`src/shared/timer_module_one_map.svh`:
```
// Constants for the first general purpose timer module
`ifndef TIMER_MODULE_ONE_MAP_SVH
`define TIMER_MODULE_ONE_MAP_SVH

// Timer width and slot indices
`define COUNT_WIDTH 16
`define NUM_TIMERS 3
`define SLOT_AUX_LOW 0
`define SLOT_CORE 1
`define SLOT_AUX_HIGH 2

// Prescaler: factor is PRESC_BASE << select, 8 up to 1024
`define PRESC_WIDTH 10
`define PRESC_BASE 11'h008
`define PRESC_RESET 10'h000

// Reset values
`define COUNT_RESET 16'h0000
`define LATCH_RESET 1'b0

`endif

```
`src/shared/timer_module_one_pkg.sv`:
```
// Types shared by the timer module and its testbench
package timer_module_one_pkg;

   // Basic operating mode of one timer
   typedef enum logic [1:0] {
      MODE_TIMER,
      MODE_GATED,
      MODE_COUNTER,
      MODE_INCREMENTAL
   } timer_mode_t;

   // Which transition of an input is taken
   typedef enum logic [1:0] {
      EDGE_NONE,
      EDGE_RISE,
      EDGE_FALL,
      EDGE_BOTH
   } edge_sel_t;

   // Role of an auxiliary timer
   typedef enum logic [1:0] {
      AUX_COUNT,
      AUX_CAPTURE,
      AUX_RELOAD,
      AUX_SPARE
   } aux_func_t;

endpackage

```
`src/hdl/timer_module_one.sv`:
```
// Three-timer general purpose module: core timer plus two auxiliary timers
`timescale 1ns/1ps
`include "timer_module_one_map.svh"

module timer_module_one #(
   parameter int CNT_W = `COUNT_WIDTH
) (
   // Clock and reset
   input wire logic sys_clk,
   input wire logic rst_n,
   // External pins, one input and one direction pin per timer
   input wire logic [2:0] timer_input_pin,
   input wire logic [2:0] timer_direction_pin,
   // Per-timer configuration
   input timer_module_one_pkg::timer_mode_t mode [3],
   input wire logic [2:0] run,
   input wire logic [2:0][2:0] presc_sel,
   input timer_module_one_pkg::edge_sel_t edge_sel [3],
   input wire logic [2:0] gate_level,
   input wire logic [2:0] count_down,
   input wire logic [2:0] dir_pin_enable,
   // Auxiliary timer roles (core slot ignored)
   input timer_module_one_pkg::aux_func_t aux_func [3],
   input wire logic [2:0] aux_src_latch,
   input wire logic [2:0] reload_from_latch,
   // Software load of timer values
   input wire logic [2:0] load_strobe,
   input wire logic [2:0][CNT_W-1:0] load_value,
   // Interrupt request flag clear
   input wire logic [2:0] irq_clear,
   // Core latch output enable
   input wire logic toggle_out_enable,
   // Status
   output logic [2:0][CNT_W-1:0] count_value,
   output logic [2:0] irq_flag,
   output logic core_toggle_latch,
   output logic toggle_output_pin
);

   localparam int CORE = `SLOT_CORE;

   logic [`PRESC_WIDTH-1:0] presc;
   logic [2:0] in_lvl, in_rise, in_fall, dir_lvl, dir_rise, dir_fall;
   logic [2:0] tick, step, up, wrap, pin_edge, latch_edge, hold;
   logic [2:0] capture_hit, reload_hit;
   logic [2:0][CNT_W-1:0] next_count;
   logic latch_last;
   logic next_latch;

   // Shared free-running prescaler; each timer taps its own span
   always_ff @(posedge sys_clk or negedge rst_n) begin
      if (!rst_n) begin
         presc <= `PRESC_RESET;
      end else begin
         presc <= presc + 1'b1;
      end
   end

   // Core latch transitions, used for chaining and reload triggers
   wire latch_rise = core_toggle_latch & ~latch_last;
   wire latch_fall = ~core_toggle_latch & latch_last;

   genvar i;
   generate
      for (i = 0; i < `NUM_TIMERS; i++) begin : g_timer
         // Input and direction pins pass through a synchroniser
         pin_conditioner u_in (
            .sys_clk(sys_clk),
            .rst_n(rst_n),
            .pin(timer_input_pin[i]),
            .level(in_lvl[i]),
            .rise(in_rise[i]),
            .fall(in_fall[i])
         );
         pin_conditioner u_dir (
            .sys_clk(sys_clk),
            .rst_n(rst_n),
            .pin(timer_direction_pin[i]),
            .level(dir_lvl[i]),
            .rise(dir_rise[i]),
            .fall(dir_fall[i])
         );

         // Prescaler tap: all low bits of the span set
         wire [10:0] span = `PRESC_BASE << presc_sel[i];
         wire [`PRESC_WIDTH-1:0] mask = `PRESC_WIDTH'(span - 11'h001);
         assign tick[i] = (presc & mask) == mask;

         // Edge selection on the pin and on the core latch
         wire sel_r = edge_sel[i] == timer_module_one_pkg::EDGE_RISE;
         wire sel_f = edge_sel[i] == timer_module_one_pkg::EDGE_FALL;
         wire sel_b = edge_sel[i] == timer_module_one_pkg::EDGE_BOTH;
         assign pin_edge[i] = ((sel_r | sel_b) & in_rise[i]) | ((sel_f | sel_b) & in_fall[i]);
         assign latch_edge[i] = ((sel_r | sel_b) & latch_rise) | ((sel_f | sel_b) & latch_fall);

         // Auxiliary count source: own pin or core latch
         wire src_edge = (i != CORE && aux_src_latch[i]) ? latch_edge[i] : pin_edge[i];

         // Quadrature: only one phase may change per cycle
         wire a_chg = in_rise[i] | in_fall[i];
         wire b_chg = dir_rise[i] | dir_fall[i];
         wire q_step = a_chg ^ b_chg;
         wire q_up = a_chg ? (in_lvl[i] != dir_lvl[i]) : (in_lvl[i] == dir_lvl[i]);

         // Mode decode of the count enable
         wire is_timer = mode[i] == timer_module_one_pkg::MODE_TIMER;
         wire is_gated = mode[i] == timer_module_one_pkg::MODE_GATED;
         wire is_counter = mode[i] == timer_module_one_pkg::MODE_COUNTER;
         wire gate_open = in_lvl[i] == gate_level[i];
         wire mode_step = is_timer ? tick[i] :
                          is_gated ? (tick[i] & gate_open) :
                          is_counter ? src_edge : q_step;
         assign hold[i] = (i != CORE) && aux_func[i] != timer_module_one_pkg::AUX_COUNT;
         assign step[i] = run[i] & mode_step & ~hold[i];

         // Direction: software bit, flipped by pin level when enabled
         assign up[i] = (mode[i] == timer_module_one_pkg::MODE_INCREMENTAL) ? q_up :
                        ~(count_down[i] ^ (dir_pin_enable[i] & dir_lvl[i]));
         wire at_edge = up[i] ? (count_value[i] == '1) : (count_value[i] == '0);
         assign wrap[i] = step[i] & at_edge;
         wire [CNT_W-1:0] stepped = up[i] ? CNT_W'(count_value[i] + 1'b1) : CNT_W'(count_value[i] - 1'b1);

         // Capture and reload triggers of an auxiliary timer
         wire trig = (i != CORE && reload_from_latch[i]) ? latch_edge[i] : pin_edge[i];
         assign capture_hit[i] = (i != CORE) && aux_func[i] == timer_module_one_pkg::AUX_CAPTURE && pin_edge[i];
         assign reload_hit[i] = (i != CORE) && aux_func[i] == timer_module_one_pkg::AUX_RELOAD && trig;

         // Next value; core takes reloads, auxiliaries take captures
         if (i == CORE) begin : g_core
            wire [CNT_W-1:0] reload_val = reload_hit[`SLOT_AUX_LOW] ? count_value[`SLOT_AUX_LOW] :
                                          count_value[`SLOT_AUX_HIGH];
            assign next_count[i] = load_strobe[i] ? load_value[i] :
                                   (|reload_hit) ? reload_val :
                                   step[i] ? stepped : count_value[i];
         end else begin : g_aux
            assign next_count[i] = load_strobe[i] ? load_value[i] :
                                   capture_hit[i] ? count_value[CORE] :
                                   step[i] ? stepped : count_value[i];
         end

         // Count register and request flag; a wrap beats a clear
         always_ff @(posedge sys_clk or negedge rst_n) begin
            if (!rst_n) begin
               count_value[i] <= `COUNT_RESET;
               irq_flag[i] <= 1'b0;
            end else begin
               count_value[i] <= next_count[i];
               irq_flag[i] <= wrap[i] | (irq_flag[i] & ~irq_clear[i]);
            end
         end
      end
   endgenerate

   // Toggle latch flips on every core wrap
   assign next_latch = core_toggle_latch ^ wrap[CORE];

   // Latch, its history and the gated output pin, all registered
   always_ff @(posedge sys_clk or negedge rst_n) begin
      if (!rst_n) begin
         core_toggle_latch <= `LATCH_RESET;
         latch_last <= `LATCH_RESET;
         toggle_output_pin <= 1'b0;
      end else begin
         core_toggle_latch <= next_latch;
         latch_last <= core_toggle_latch;
         toggle_output_pin <= next_latch & toggle_out_enable;
      end
   end
endmodule

```
`src/hdl/pin_conditioner.sv`:
```
// Two-stage synchroniser with edge detection for one timer pin
`timescale 1ns/1ps

module pin_conditioner (
   // Clock and reset
   input wire logic sys_clk,
   input wire logic rst_n,
   // Raw pin
   input wire logic pin,
   // Conditioned level and edges
   output logic level,
   output logic rise,
   output logic fall
);

   logic meta;
   logic last;

   // First stage feeds only the second; edges compare stages two and three
   always_ff @(posedge sys_clk or negedge rst_n) begin
      if (!rst_n) begin
         meta <= 1'b0;
         level <= 1'b0;
         last <= 1'b0;
      end else begin
         meta <= pin;
         level <= meta;
         last <= level;
      end
   end

   // Edge pulses last one cycle
   assign rise = level & ~last;
   assign fall = ~level & last;

endmodule

```
`config.mk`:
```
export PLATFORM = sky130hd
export DESIGN_NAME = timer_module_one
export DESIGN_NICKNAME = d
export VERILOG_FILES = /design/src/shared/timer_module_one_pkg.sv /design/src/hdl/timer_module_one.sv /design/src/hdl/pin_conditioner.sv
export VERILOG_INCLUDE_DIRS = /design/src /design/src/shared
export SDC_FILE = /design/constraint.sdc
export NUM_CORES = 1
export LEC_CHECK = 0
export ABC_CLOCK_PERIOD_IN_PS = 10260
export BUFFER_PORTS_ARGS = -buffer_cell sky130_fd_sc_hd__buf_2
export CAP_MARGIN = 20
export CORE_MARGIN = 2
export CORE_UTILIZATION = 40
export CTS_CLUSTER_DIAMETER = 100
export DETAILED_ROUTE_END_ITERATION = 8
export PLACE_DENSITY = 0.74
export SLEW_MARGIN = 25
export SYNTH_ARGS = -nofsm -noshare
export SYNTH_HDL_FRONTEND = slang
export SYNTH_SLANG_ARGS = --single-unit
export TNS_END_PERCENT = 1
```
`constraint.sdc`:
```
create_clock -name sys_clk -period 10.26 [get_ports sys_clk]
set_clock_uncertainty 0.1 [all_clocks]
set_input_delay 1.026 -clock sys_clk [delete_from_list [all_inputs] [get_ports sys_clk]]
set_output_delay 1.026 -clock sys_clk [all_outputs]
set_load 0.02 [all_outputs]
```
Yosys cells after proc, flatten, opt, wreduce, memory -nomap -nowiden --
Index checks and enable logic that the tools add are counted.
Word-level totals: register bits after elaboration 82, logic and storage cells 223, memories kept 0, bits of input ports 108, latch bits 0, RAM bits 0, ROM bits 0
Operators by class: $lt $le $gt $ge 0, reduce and logical (&&, ||, !) cells 16, shift operators 3, div/mod/pow operators 0, add/sub/neg operators 10, muxes and demuxes 35, bitwise logic cells 94, multipliers 0, equality and inequality tests 37
Operator list (count):
- $mux W16 | 13
- $add A16 B1 Y16 const B | 3
- $eq A16 B16 Y1 const B | 3
- $logic_not A16 Y1 | 3
- $sub A16 B1 Y16 const B | 3
- $and A1 B1 Y1 | 42
- $and A10 B10 Y10 | 3
- $eq A10 B10 Y1 | 3
- $shl A4 B3 Y10 const A | 3
- $sub A10 B1 Y10 const B | 3
- $eq A2 B2 Y1 const B | 14
- $mux W1 | 22
- $not A1 Y1 | 22
- $or A1 B1 Y1 | 20
- $eq A2 B1 Y1 const B | 8
- $add A10 B1 Y10 const B | 1
- $reduce_bool A3 Y1 | 3
- $xor A1 B1 Y1 | 7
- $eq A1 B1 Y1 | 6
- $logic_not A2 Y1 | 3
- $logic_and A1 B1 Y1 | 4
- $reduce_bool A2 Y1 | 2
- $ne A1 B1 Y1 | 3
- $reduce_or A2 Y1 | 1

Logic depth before layout (Yosys ltp) --
Gate-level depths: netlist of the first run.
depth in word-level cells 13, gate-level depth with buffers 17, depth with buffers taken out 16

Modules after synthesis --
From an unflattened synthesis of the first run, not the netlist that was laid out.
Second synthesis, totals: cells, all modules 929, area, all modules 7678.6 sq um
Modules (own cells, without submodules):
- timer_module_one | cells each 899, times used 1, sequential area each 1601.5 sq um, area an instance 7138.1 sq um
- pin_conditioner | cells each 5, times used 6, sequential area each 75.1 sq um, area an instance 90.1 sq um

Worst setup path before layout of the first run --
OpenSTA, ideal clock, no wires.
kind input port to flip-flop, from in mode[0] (netlist bit), to reg count_value[44] (netlist bit), data arrival time 4.215 ns, setup slack 5.820 ns, cell stages on the path 15, setup time 0.125 ns, path through nand2_1 > nor2_1 > a31o_2 > a221o_1 > buf_2 > inv_1 > ha_1 > nor2b_4 > o21a_1 > o21a_1 > a41o_1 > o41ai_4 > xnor2_1 > a221o_1 > mux2_2
Between the ends: longest elaborated chain between the ends 7, elaborated cells between the ends (all ways) 15, classes of those cells eq/ne: 3; mux: 8; bitwise: 2; reduce/logical: 2
Ends and longest elaborated chain:
- start: declaration | line timer_module_one.sv:15 | input timer_module_one_pkg::timer_mode_t mode [3],
- $eq A2 B2 Y1 | line timer_module_one.sv:108 | wire is_counter = mode[i] == timer_module_one_pkg::MODE_COUNTER;
- $mux W1 | line timer_module_one.sv:112 | is_counter ? src_edge : q_step;
- $mux W1 | line timer_module_one.sv:111 | is_gated ? (tick[i] & gate_open) :
- $mux W1 | line timer_module_one.sv:110 | wire mode_step = is_timer ? tick[i] :
- $and A1 B1 Y1 (2 in a row) | line timer_module_one.sv:114 | assign step[i] = run[i] & mode_step & ~hold[i];
- $reduce_bool A3 Y1 (no source line)
- end signal: indexed assignment | line timer_module_one.sv:144 | count_value[i] <= `COUNT_RESET;
- end signal: indexed assignment | line timer_module_one.sv:147 | count_value[i] <= next_count[i];
- end: declaration | line timer_module_one.sv:34 | output logic [2:0][CNT_W-1:0] count_value,
Several ways; a longest one is shown, not always the timed one. The select of a mux whose other input is x is not followed. A chain may end at the register's enable or synchronous reset.

Worst setup path in the final report of the first run --
from reg g_timer[2].u_in.level, to reg count_value[44] (netlist bit)
Between the ends: longest elaborated chain between the ends 11, elaborated cells between the ends (all ways) 26, classes of those cells eq/ne: 3; mux: 10; bitwise: 11; reduce/logical: 2
Ends and longest elaborated chain:
- start: declaration | line pin_conditioner.sv:11 | output logic level,
- start signal: assignment | line pin_conditioner.sv:27 | level <= meta;
- $not A1 Y1 | line pin_conditioner.sv:34 | assign fall = ~level & last;
- $and A1 B1 Y1 | line pin_conditioner.sv:34
- $and A1 B1 Y1 | line timer_module_one.sv:93 | assign pin_edge[i] = ((sel_r | sel_b) & in_rise[i]) | ((sel_f | sel_b) & in_fall[i]);
- $or A1 B1 Y1 | line timer_module_one.sv:93
- $mux W1 | line timer_module_one.sv:97 | wire src_edge = (i != CORE && aux_src_latch[i]) ? latch_edge[i] : pin_edge[i];
- $mux W1 | line timer_module_one.sv:112
- $mux W1 | line timer_module_one.sv:111
- $mux W1 | line timer_module_one.sv:110
- $and A1 B1 Y1 (2 in a row) | line timer_module_one.sv:114
- $reduce_bool A3 Y1 (no source line)
Several ways; a longest one is shown, not always the timed one. The select of a mux whose other input is x is not followed.

==> results of run 1 <==
-- cell families (layout without fill, tap and decap cells) --
| group | Yosys count | count (layout) | share of synthesized area [%] |
|---|---|---|---|
| fa+ha+maj | 55 | 55 | 9.783 |
| mux | 20 | 20 | 2.790 |
| simple gates | 316 | 316 | 22.29 |
| compound gates | 285 | 285 | 26.46 |
| buf+inv | 83 | 217 | 4.530 |
| flops | 82 | 82 | 28.25 |
| xor+xnor | 49 | 49 | 5.908 |
-- routing by layer --
metal	share of wire, %	vias up	wire, um
li1	-	3606	-
met1	45	3506	10070
met3	6.8	42	1528
met5	0	-	0
met4	2.4	0	528
met2	46	280	10270
-- cell usage after synthesis (5+ instances only) --
library cell | n | share of area (%)
nand2_1 | 96 | 5.0
dfrtp_1 | 82 | 28
o21ai_0 | 77 | 5.3
ha_1 | 52 | 9.0
nor2_1 | 50 | 2.6
a21oi_1 | 44 | 3.0
inv_1 | 42 | 2.2
nor3_1 | 29 | 2.0
xnor2_1 | 29 | 3.5
clkbuf_1 | 25 | 1.3
nand4_1 | 21 | 1.8
nand3_1 | 20 | 1.4
xor2_1 | 20 | 2.4
o211ai_1 | 19 | 2.0
a31oi_1 | 18 | 1.6
and3_1 | 18 | 1.6
mux2i_1 | 18 | 2.5
nor4_1 | 17 | 1.5
a21o_1 | 15 | 1.6
buf_2 | 14 | 0.96
nand3b_1 | 14 | 1.4
a211oi_1 | 12 | 1.2
nor2b_1 | 11 | 0.95
o21ai_1 | 11 | 0.76
o21a_1 | 9 | 0.93
or3_1 | 9 | 0.78
nand2b_1 | 7 | 0.60
a211o_1 | 6 | 0.72
a22o_1 | 6 | 0.72
o31ai_1 | 6 | 0.62
a31o_2 | 5 | 0.60
o22ai_1 | 5 | 0.43
o311ai_0 | 5 | 0.60
-- worst max-delay path, stage by stage (launching register included) --
cell     delay (ns)
dfrtp_1        0.43
ha_1           0.34
xor2_1         0.16
nor2_1         0.07
a31o_2         0.21
a221o_1        0.52
inv_1          0.45
ha_1           0.36
nor2b_4        0.14
o21a_1         0.18
o21a_1         0.20
a41o_1         0.33
o41ai_4        0.38
xnor2_1        0.12
a221o_1        0.32
mux2_2         0.26
-- cell type report --
class                      count  share of cell area (%)
timing repair buffer         158                   9.360
multi-input combinational    725                   57.28
clock buffer                  11                   2.846
sequential                    82                   24.06
tap                          229                   3.360
clock inverter                 4                   1.159
inverter                      44                   1.937
-- power breakdown --
part | internal, mW | switching [mW]
clock | 0.244 | 0.144
combinational | 0.335 | 0.438
sequential | 0.370 | 0.105
total | 0.950 | 0.687
-- per-stage QoR --
stage	cells	hold slack, ns	cell area, sq um	util (%)
floorplan	890	0.2312	7264	-
global placement	1238	0.2346	8185	45.72
detailed placement	1238	0.2362	8185	45.72
CTS	1253	0.2504	8527	47.63
global route	1253	0.2567	8528	47.64
finish	1253	0.2491	8528	47.64
-- state kept, by name, indices dropped and copies added (netlist names) --
| signal | count |
|---|---|
| core_toggle_latch | 1 |
| count_value | 48 |
| g_timer.u_dir.last | 3 |
| g_timer.u_dir.level | 3 |
| g_timer.u_dir.meta | 3 |
| g_timer.u_in.last | 3 |
| g_timer.u_in.level | 3 |
| g_timer.u_in.meta | 3 |
| irq_flag | 3 |
| latch_last | 1 |
| presc | 10 |
| toggle_output_pin | 1 |
-- how the worst max path moves through the flow --
stage                      end                   from  slack [ns]  cells past startpoint
2_1_floorplan  count_value[44]                mode[0]        5.82                     15
3_3_place_gp   count_value[44]                mode[0]        5.30                     15
3_5_place_dp   count_value[44]                mode[0]        5.26                     15
4_1_cts        count_value[44]  g_timer[2].u_in.level        5.58                     15
5_1_grt        count_value[44]  g_timer[2].u_in.level        5.31                     15
6_report       count_value[44]  g_timer[2].u_in.level        5.57                     15
==> impl_metrics.yaml, run 1 <==
floorplanning:
  fp.dieW_um: 138.8
  die_h_um: 138.8
  fp-row-count: 49
  initial_core_util_pct: 40.58
  coreArea_sq_mm: 0.01790
  boundaryPins: 161
  die_area_sq_mm: 0.01926
sta:
  rsz0062_at_grt: "false"
  tns_ns: 0
  maxSlewHeadroom_pct: 30.90
  worstMarginPinSlew_ns: 1.034
  post-route-period-util_pct: 45.69
  finalHoldViolCount: 0
  finalSetupViolCount: 0
  layout_setup_ws_ns: 5.572
  period_minus_slack_ns: 4.688
  drv_slew: 0
  max_freq_mhz: 213.3
grt:
  grtUsageMet3_pct: 3.419
  busiest_layer: "met2"
  first_global_vias: 6882
  grt_start_max_net_pins: 52
  grt_overflow: 0
  met1_usage_pct: 30.85
  antenna_found_initial: 0
  grtUsageTotal_pct: 22.53
  grt_pass1_wl_um: 35230
  use_met2_pct: 36.45
detailed_routing:
  wl_per_cell_um: 17.87
  drt_iter0_markers: 557
  via_per_inst: 5.933
  drtPass1Iterations: 5
  wirelength_um: 22400
  drc: 0
  ant_nets: 0
  vias: 7434
worst_hold_path:
  hold_path_class: "reg2reg"
  hold_end: "g_timer[0].u_dir.level"
  hold_depth: 0
  worstHoldStart: "g_timer[0].u_dir.meta"
synth:
  synth_area_sq_mm: 0.007264
  synthDistinctLibCells: 78
  synth_seq_area_share_pct: 28.25
  synthesis.nets: 1053
  synthCells: 890
  syn_avg_cell_area_sq_um: 8.162
  dominantRegCellSynth: "dfrtp_1"
  synth-edff-count: 0
  ys_ff_latch: 82
  synth-async-reset-ratio_pct: 100.0
  ys_warn_count: 0
clock_network:
  htree_num_levels: 3
  cts.sinks: 82
  cts_tree: "yes"
  clk_path_buf_depth: 2
  cts_resized: 0
  clock_latency_ns: 0.35
  cts_hold_buf: 0
  path_clk_slew_ns: 0.07
  post_cts_buffers: 0
  cts-root-buf: "clkbuf_16"
  numCtsBuffers: 9
worst_setup_path:
  cp-start-kind: "flip-flop"
  reg2reg_slack_ns: 5.57
  critical_path_class: "reg2reg"
  reg2reg_depth: 15
  r2r-start: "g_timer[2].u_in.level"
  cp-end-kind: "flip-flop"
  crit_arrival_ns: 4.83
  worstPathRequired_ns: 10.40
  path_max_fanout: 14
  r2r-end: "count_value[44]"
job:
  drv_cap: 0
place:
  portBuffers: 156
  pre_cts_ws_ns: 5.256
  dp.final_hpwl_um: 17010
  place_congestion: 0.9397
power:
  vdd.ir_drop.worst_uv: 92.63
  p_total_mw: 1.637
  p_leak_nw: 3.880
  cellPowerDensity_mw_per_mm2: 192.0
finish:
  seq_area_sq_mm: 0.002052
  nFillCells: 1822
  syn_to_final_growth_pct: 17.40
  final_common_cell: "buf_2"
  drive_gt1_share_pct: 19.24
  nets: 1183
  multi_input_area_sq_mm: 0.004885
  antennaDiodeCount: 0
  final_cell_mix: "buf_2, nand2_1, dfrtp_1, o21ai_0, ha_1"
status:
  outcome: "completed"
No activity file was read; power rests on OpenSTA's default activity.
==> run 2, diff against run 1 <==
--- a/config.mk
+++ b/config.mk
@@ -6,7 +6,7 @@
 export SDC_FILE = /design/constraint.sdc
 export NUM_CORES = 1
 export LEC_CHECK = 0
-export ABC_CLOCK_PERIOD_IN_PS = 10260
+export ABC_CLOCK_PERIOD_IN_PS = 4500
 export BUFFER_PORTS_ARGS = -buffer_cell sky130_fd_sc_hd__buf_2
 export CAP_MARGIN = 20
 export CORE_MARGIN = 2
==> constraint.sdc (replaced) <==
create_clock -name sys_clk -period 4.5 [get_ports sys_clk]
set_clock_uncertainty 0.1 [all_clocks]
set_input_delay 0.45 -clock sys_clk [delete_from_list [all_inputs] [get_ports sys_clk]]
set_output_delay 0.45 -clock sys_clk [all_outputs]
set_load 0.02 [all_outputs]
==> run 2 against run 1 <==
Against the previous run: cell area grew 0.35%; fmax rose by 12%; sequential cell count stayed put; largest cell class unchanged; register-to-register slack got worse by 5.2 ns; die area unchanged; sequential power is 130% higher; combinational power up 130%; sequential share of layout area fell by 0.084 points; final cell count rose by 0.80%; first-iteration DRC count increased by 28%; via count is essentially flat; clock power increased by 100%.
==> impl_metrics.yaml, run 2 (same netlist as run 1, synthesis figures left out) <==
finish:
  nFillCells: 1778
  fin_area_sq_mm: 0.008558
  reg_top3: "count_value: 48 flops, presc: 10 flops"
  antennaDiodeCount: 0
  nets: 1192
  syn_to_final_growth_pct: 17.81
  largest_reg_flops: 48
  final_common_cell: "buf_2"
  drive_gt1_share_pct: 19.92
  final_cell_mix: "buf_2, nand2_1, dfrtp_1, o21ai_0, ha_1"
  fin_cells: 1263
  fin_util_pct: 47.81
  top_register: "count_value"
place:
  portBuffers: 156
  place_congestion: 0.9120
  dp.final_hpwl_um: 17140
  dpl-instance-area_sq_mm: 0.008253
  numPlacedInstances: 1247
power:
  p_leak_nw: 3.912
  cellPowerDensity_mw_per_mm2: 427.8
  vdd.ir_drop.worst_uv: 197.2
floorplanning:
  die_area_sq_mm: 0.01926
  fp-row-count: 49
  boundaryPins: 161
  coreArea_sq_mm: 0.01790
  fp.dieW_um: 138.8
  die_h_um: 138.8
  initial_core_util_pct: 40.58
worst_setup_path:
  path_max_fanout: 5
  worstPathRequired_ns: 4.61
  cp-end-kind: "flip-flop"
  critical_path_class: "reg2reg"
  crit_arrival_ns: 4.29
  cp-start-kind: "flip-flop"
grt:
  antenna_found_initial: 0
  first_global_vias: 6742
  grt_start_max_net_pins: 49
  grt_pass1_wl_um: 35760
  grt_overflow: 0
  grtUsageTotal_pct: 22.94
sta:
  finalSetupViolCount: 0
  max_freq_mhz: 239.5
  worstMarginPinSlew_ns: 0.8888
  finalHoldViolCount: 0
  rsz0062_at_grt: "false"
  holdWs_ns: 0.03460
  post-route-period-util_pct: 92.80
  tns_ns: 0
  drv_slew: 0
  period_minus_slack_ns: 4.176
  maxSlewHeadroom_pct: 40.75
detailed_routing:
  vias: 7435
  drc: 0
  wl_per_cell_um: 17.97
  wirelength_um: 22690
  drt_iter0_markers: 715
  ant_nets: 0
  drtPass1Iterations: 6
  via_per_inst: 5.887
clock_network:
  clk_path_buf_depth: 2
  cts_resized: 0
  numCtsBuffers: 9
  cts-root-buf: "clkbuf_16"
  path_clk_slew_ns: 0.07
  post_cts_buffers: 0
  cts.sinks: 82
  cts_tree: "yes"
  htree_num_levels: 3
  cts_hold_buf: 0
  clock_latency_ns: 0.35
status:
  outcome: "completed"
worst_hold_path:
  hold_path_class: "in2async"
job:
  drv_cap: 0
-- run 2: critical path: stages (launching register included) --
cell	delay (ns)
dfrtp_1	0.44
ha_1	0.34
xor2_1	0.16
nor2_1	0.13
a31o_2	0.12
a22o_1	0.34
inv_1	0.16
ha_1	0.37
o21ai_0	0.20
o21ai_0	0.27
nand4_1	0.18
a31oi_1	0.34
a21oi_1	0.15
mux2i_1	0.13
a2111oi_0	0.47
o41ai_1	0.12
-- run 2: path summary, 6_finish.rpt --
check                           slack [ns]  cells past startpoint                    from                      to
worst max-delay path                  0.32                     15   g_timer[1].u_in.level         count_value[29]
worst min-delay path                  0.03                      1                   rst_n         count_value[43]
worst max register to register        0.32                     15   g_timer[1].u_in.level         count_value[29]
worst min register to register        0.25                      0   g_timer[2].u_dir.meta  g_timer[2].u_dir.level
max in group asynchronous             3.33                      2                   rst_n                presc[4]
min in group sys_clk                  0.10                      1  timer_direction_pin[2]   g_timer[2].u_dir.meta
-- run 2: area by class of cell --
class	instances	area, sq um	share of cell area (%)
multi-input combinational	725	4883	57.06
timing repair buffer	167	865.8	10.12
clock inverter	4	48.80	0.5702
tap	229	286.5	3.348
sequential	82	2052	23.98
inverter	44	165.2	1.930
clock buffer	12	256.5	2.997
-- run 2: per-layer routing --
| layer | vias up | GRT usage (%) | share of wire (%) |
|---|---|---|---|
| met4 | 0 | 7.390 | 2.2 |
| met2 | 304 | 35.99 | 46 |
| met5 | - | 0 | 0 |
| met1 | 3465 | 32.00 | 45 |
| li1 | 3626 | - | - |
| met3 | 40 | 4.385 | 7.2 |
-- run 2: power breakdown --
| group | switching (mW) | total, mW | internal [mW] |
|---|---|---|---|
| Sequential | 0.247 | 1.09 | 0.844 |
| Clock | 0.326 | 0.787 | 0.461 |
| Combinational | 1.01 | 1.78 | 0.776 |
| Total | 1.58 | 3.66 | 2.08 |
-- run 2: metrics by stage --
stage	worst slack [ns]	power [mW]
after floorplan	0.3113	2.337
after global placement	0.4128	2.818
after detailed placement	0.3929	2.850
after CTS	0.3576	3.657
after global routing	0.004417	3.904
final	0.3240	3.662
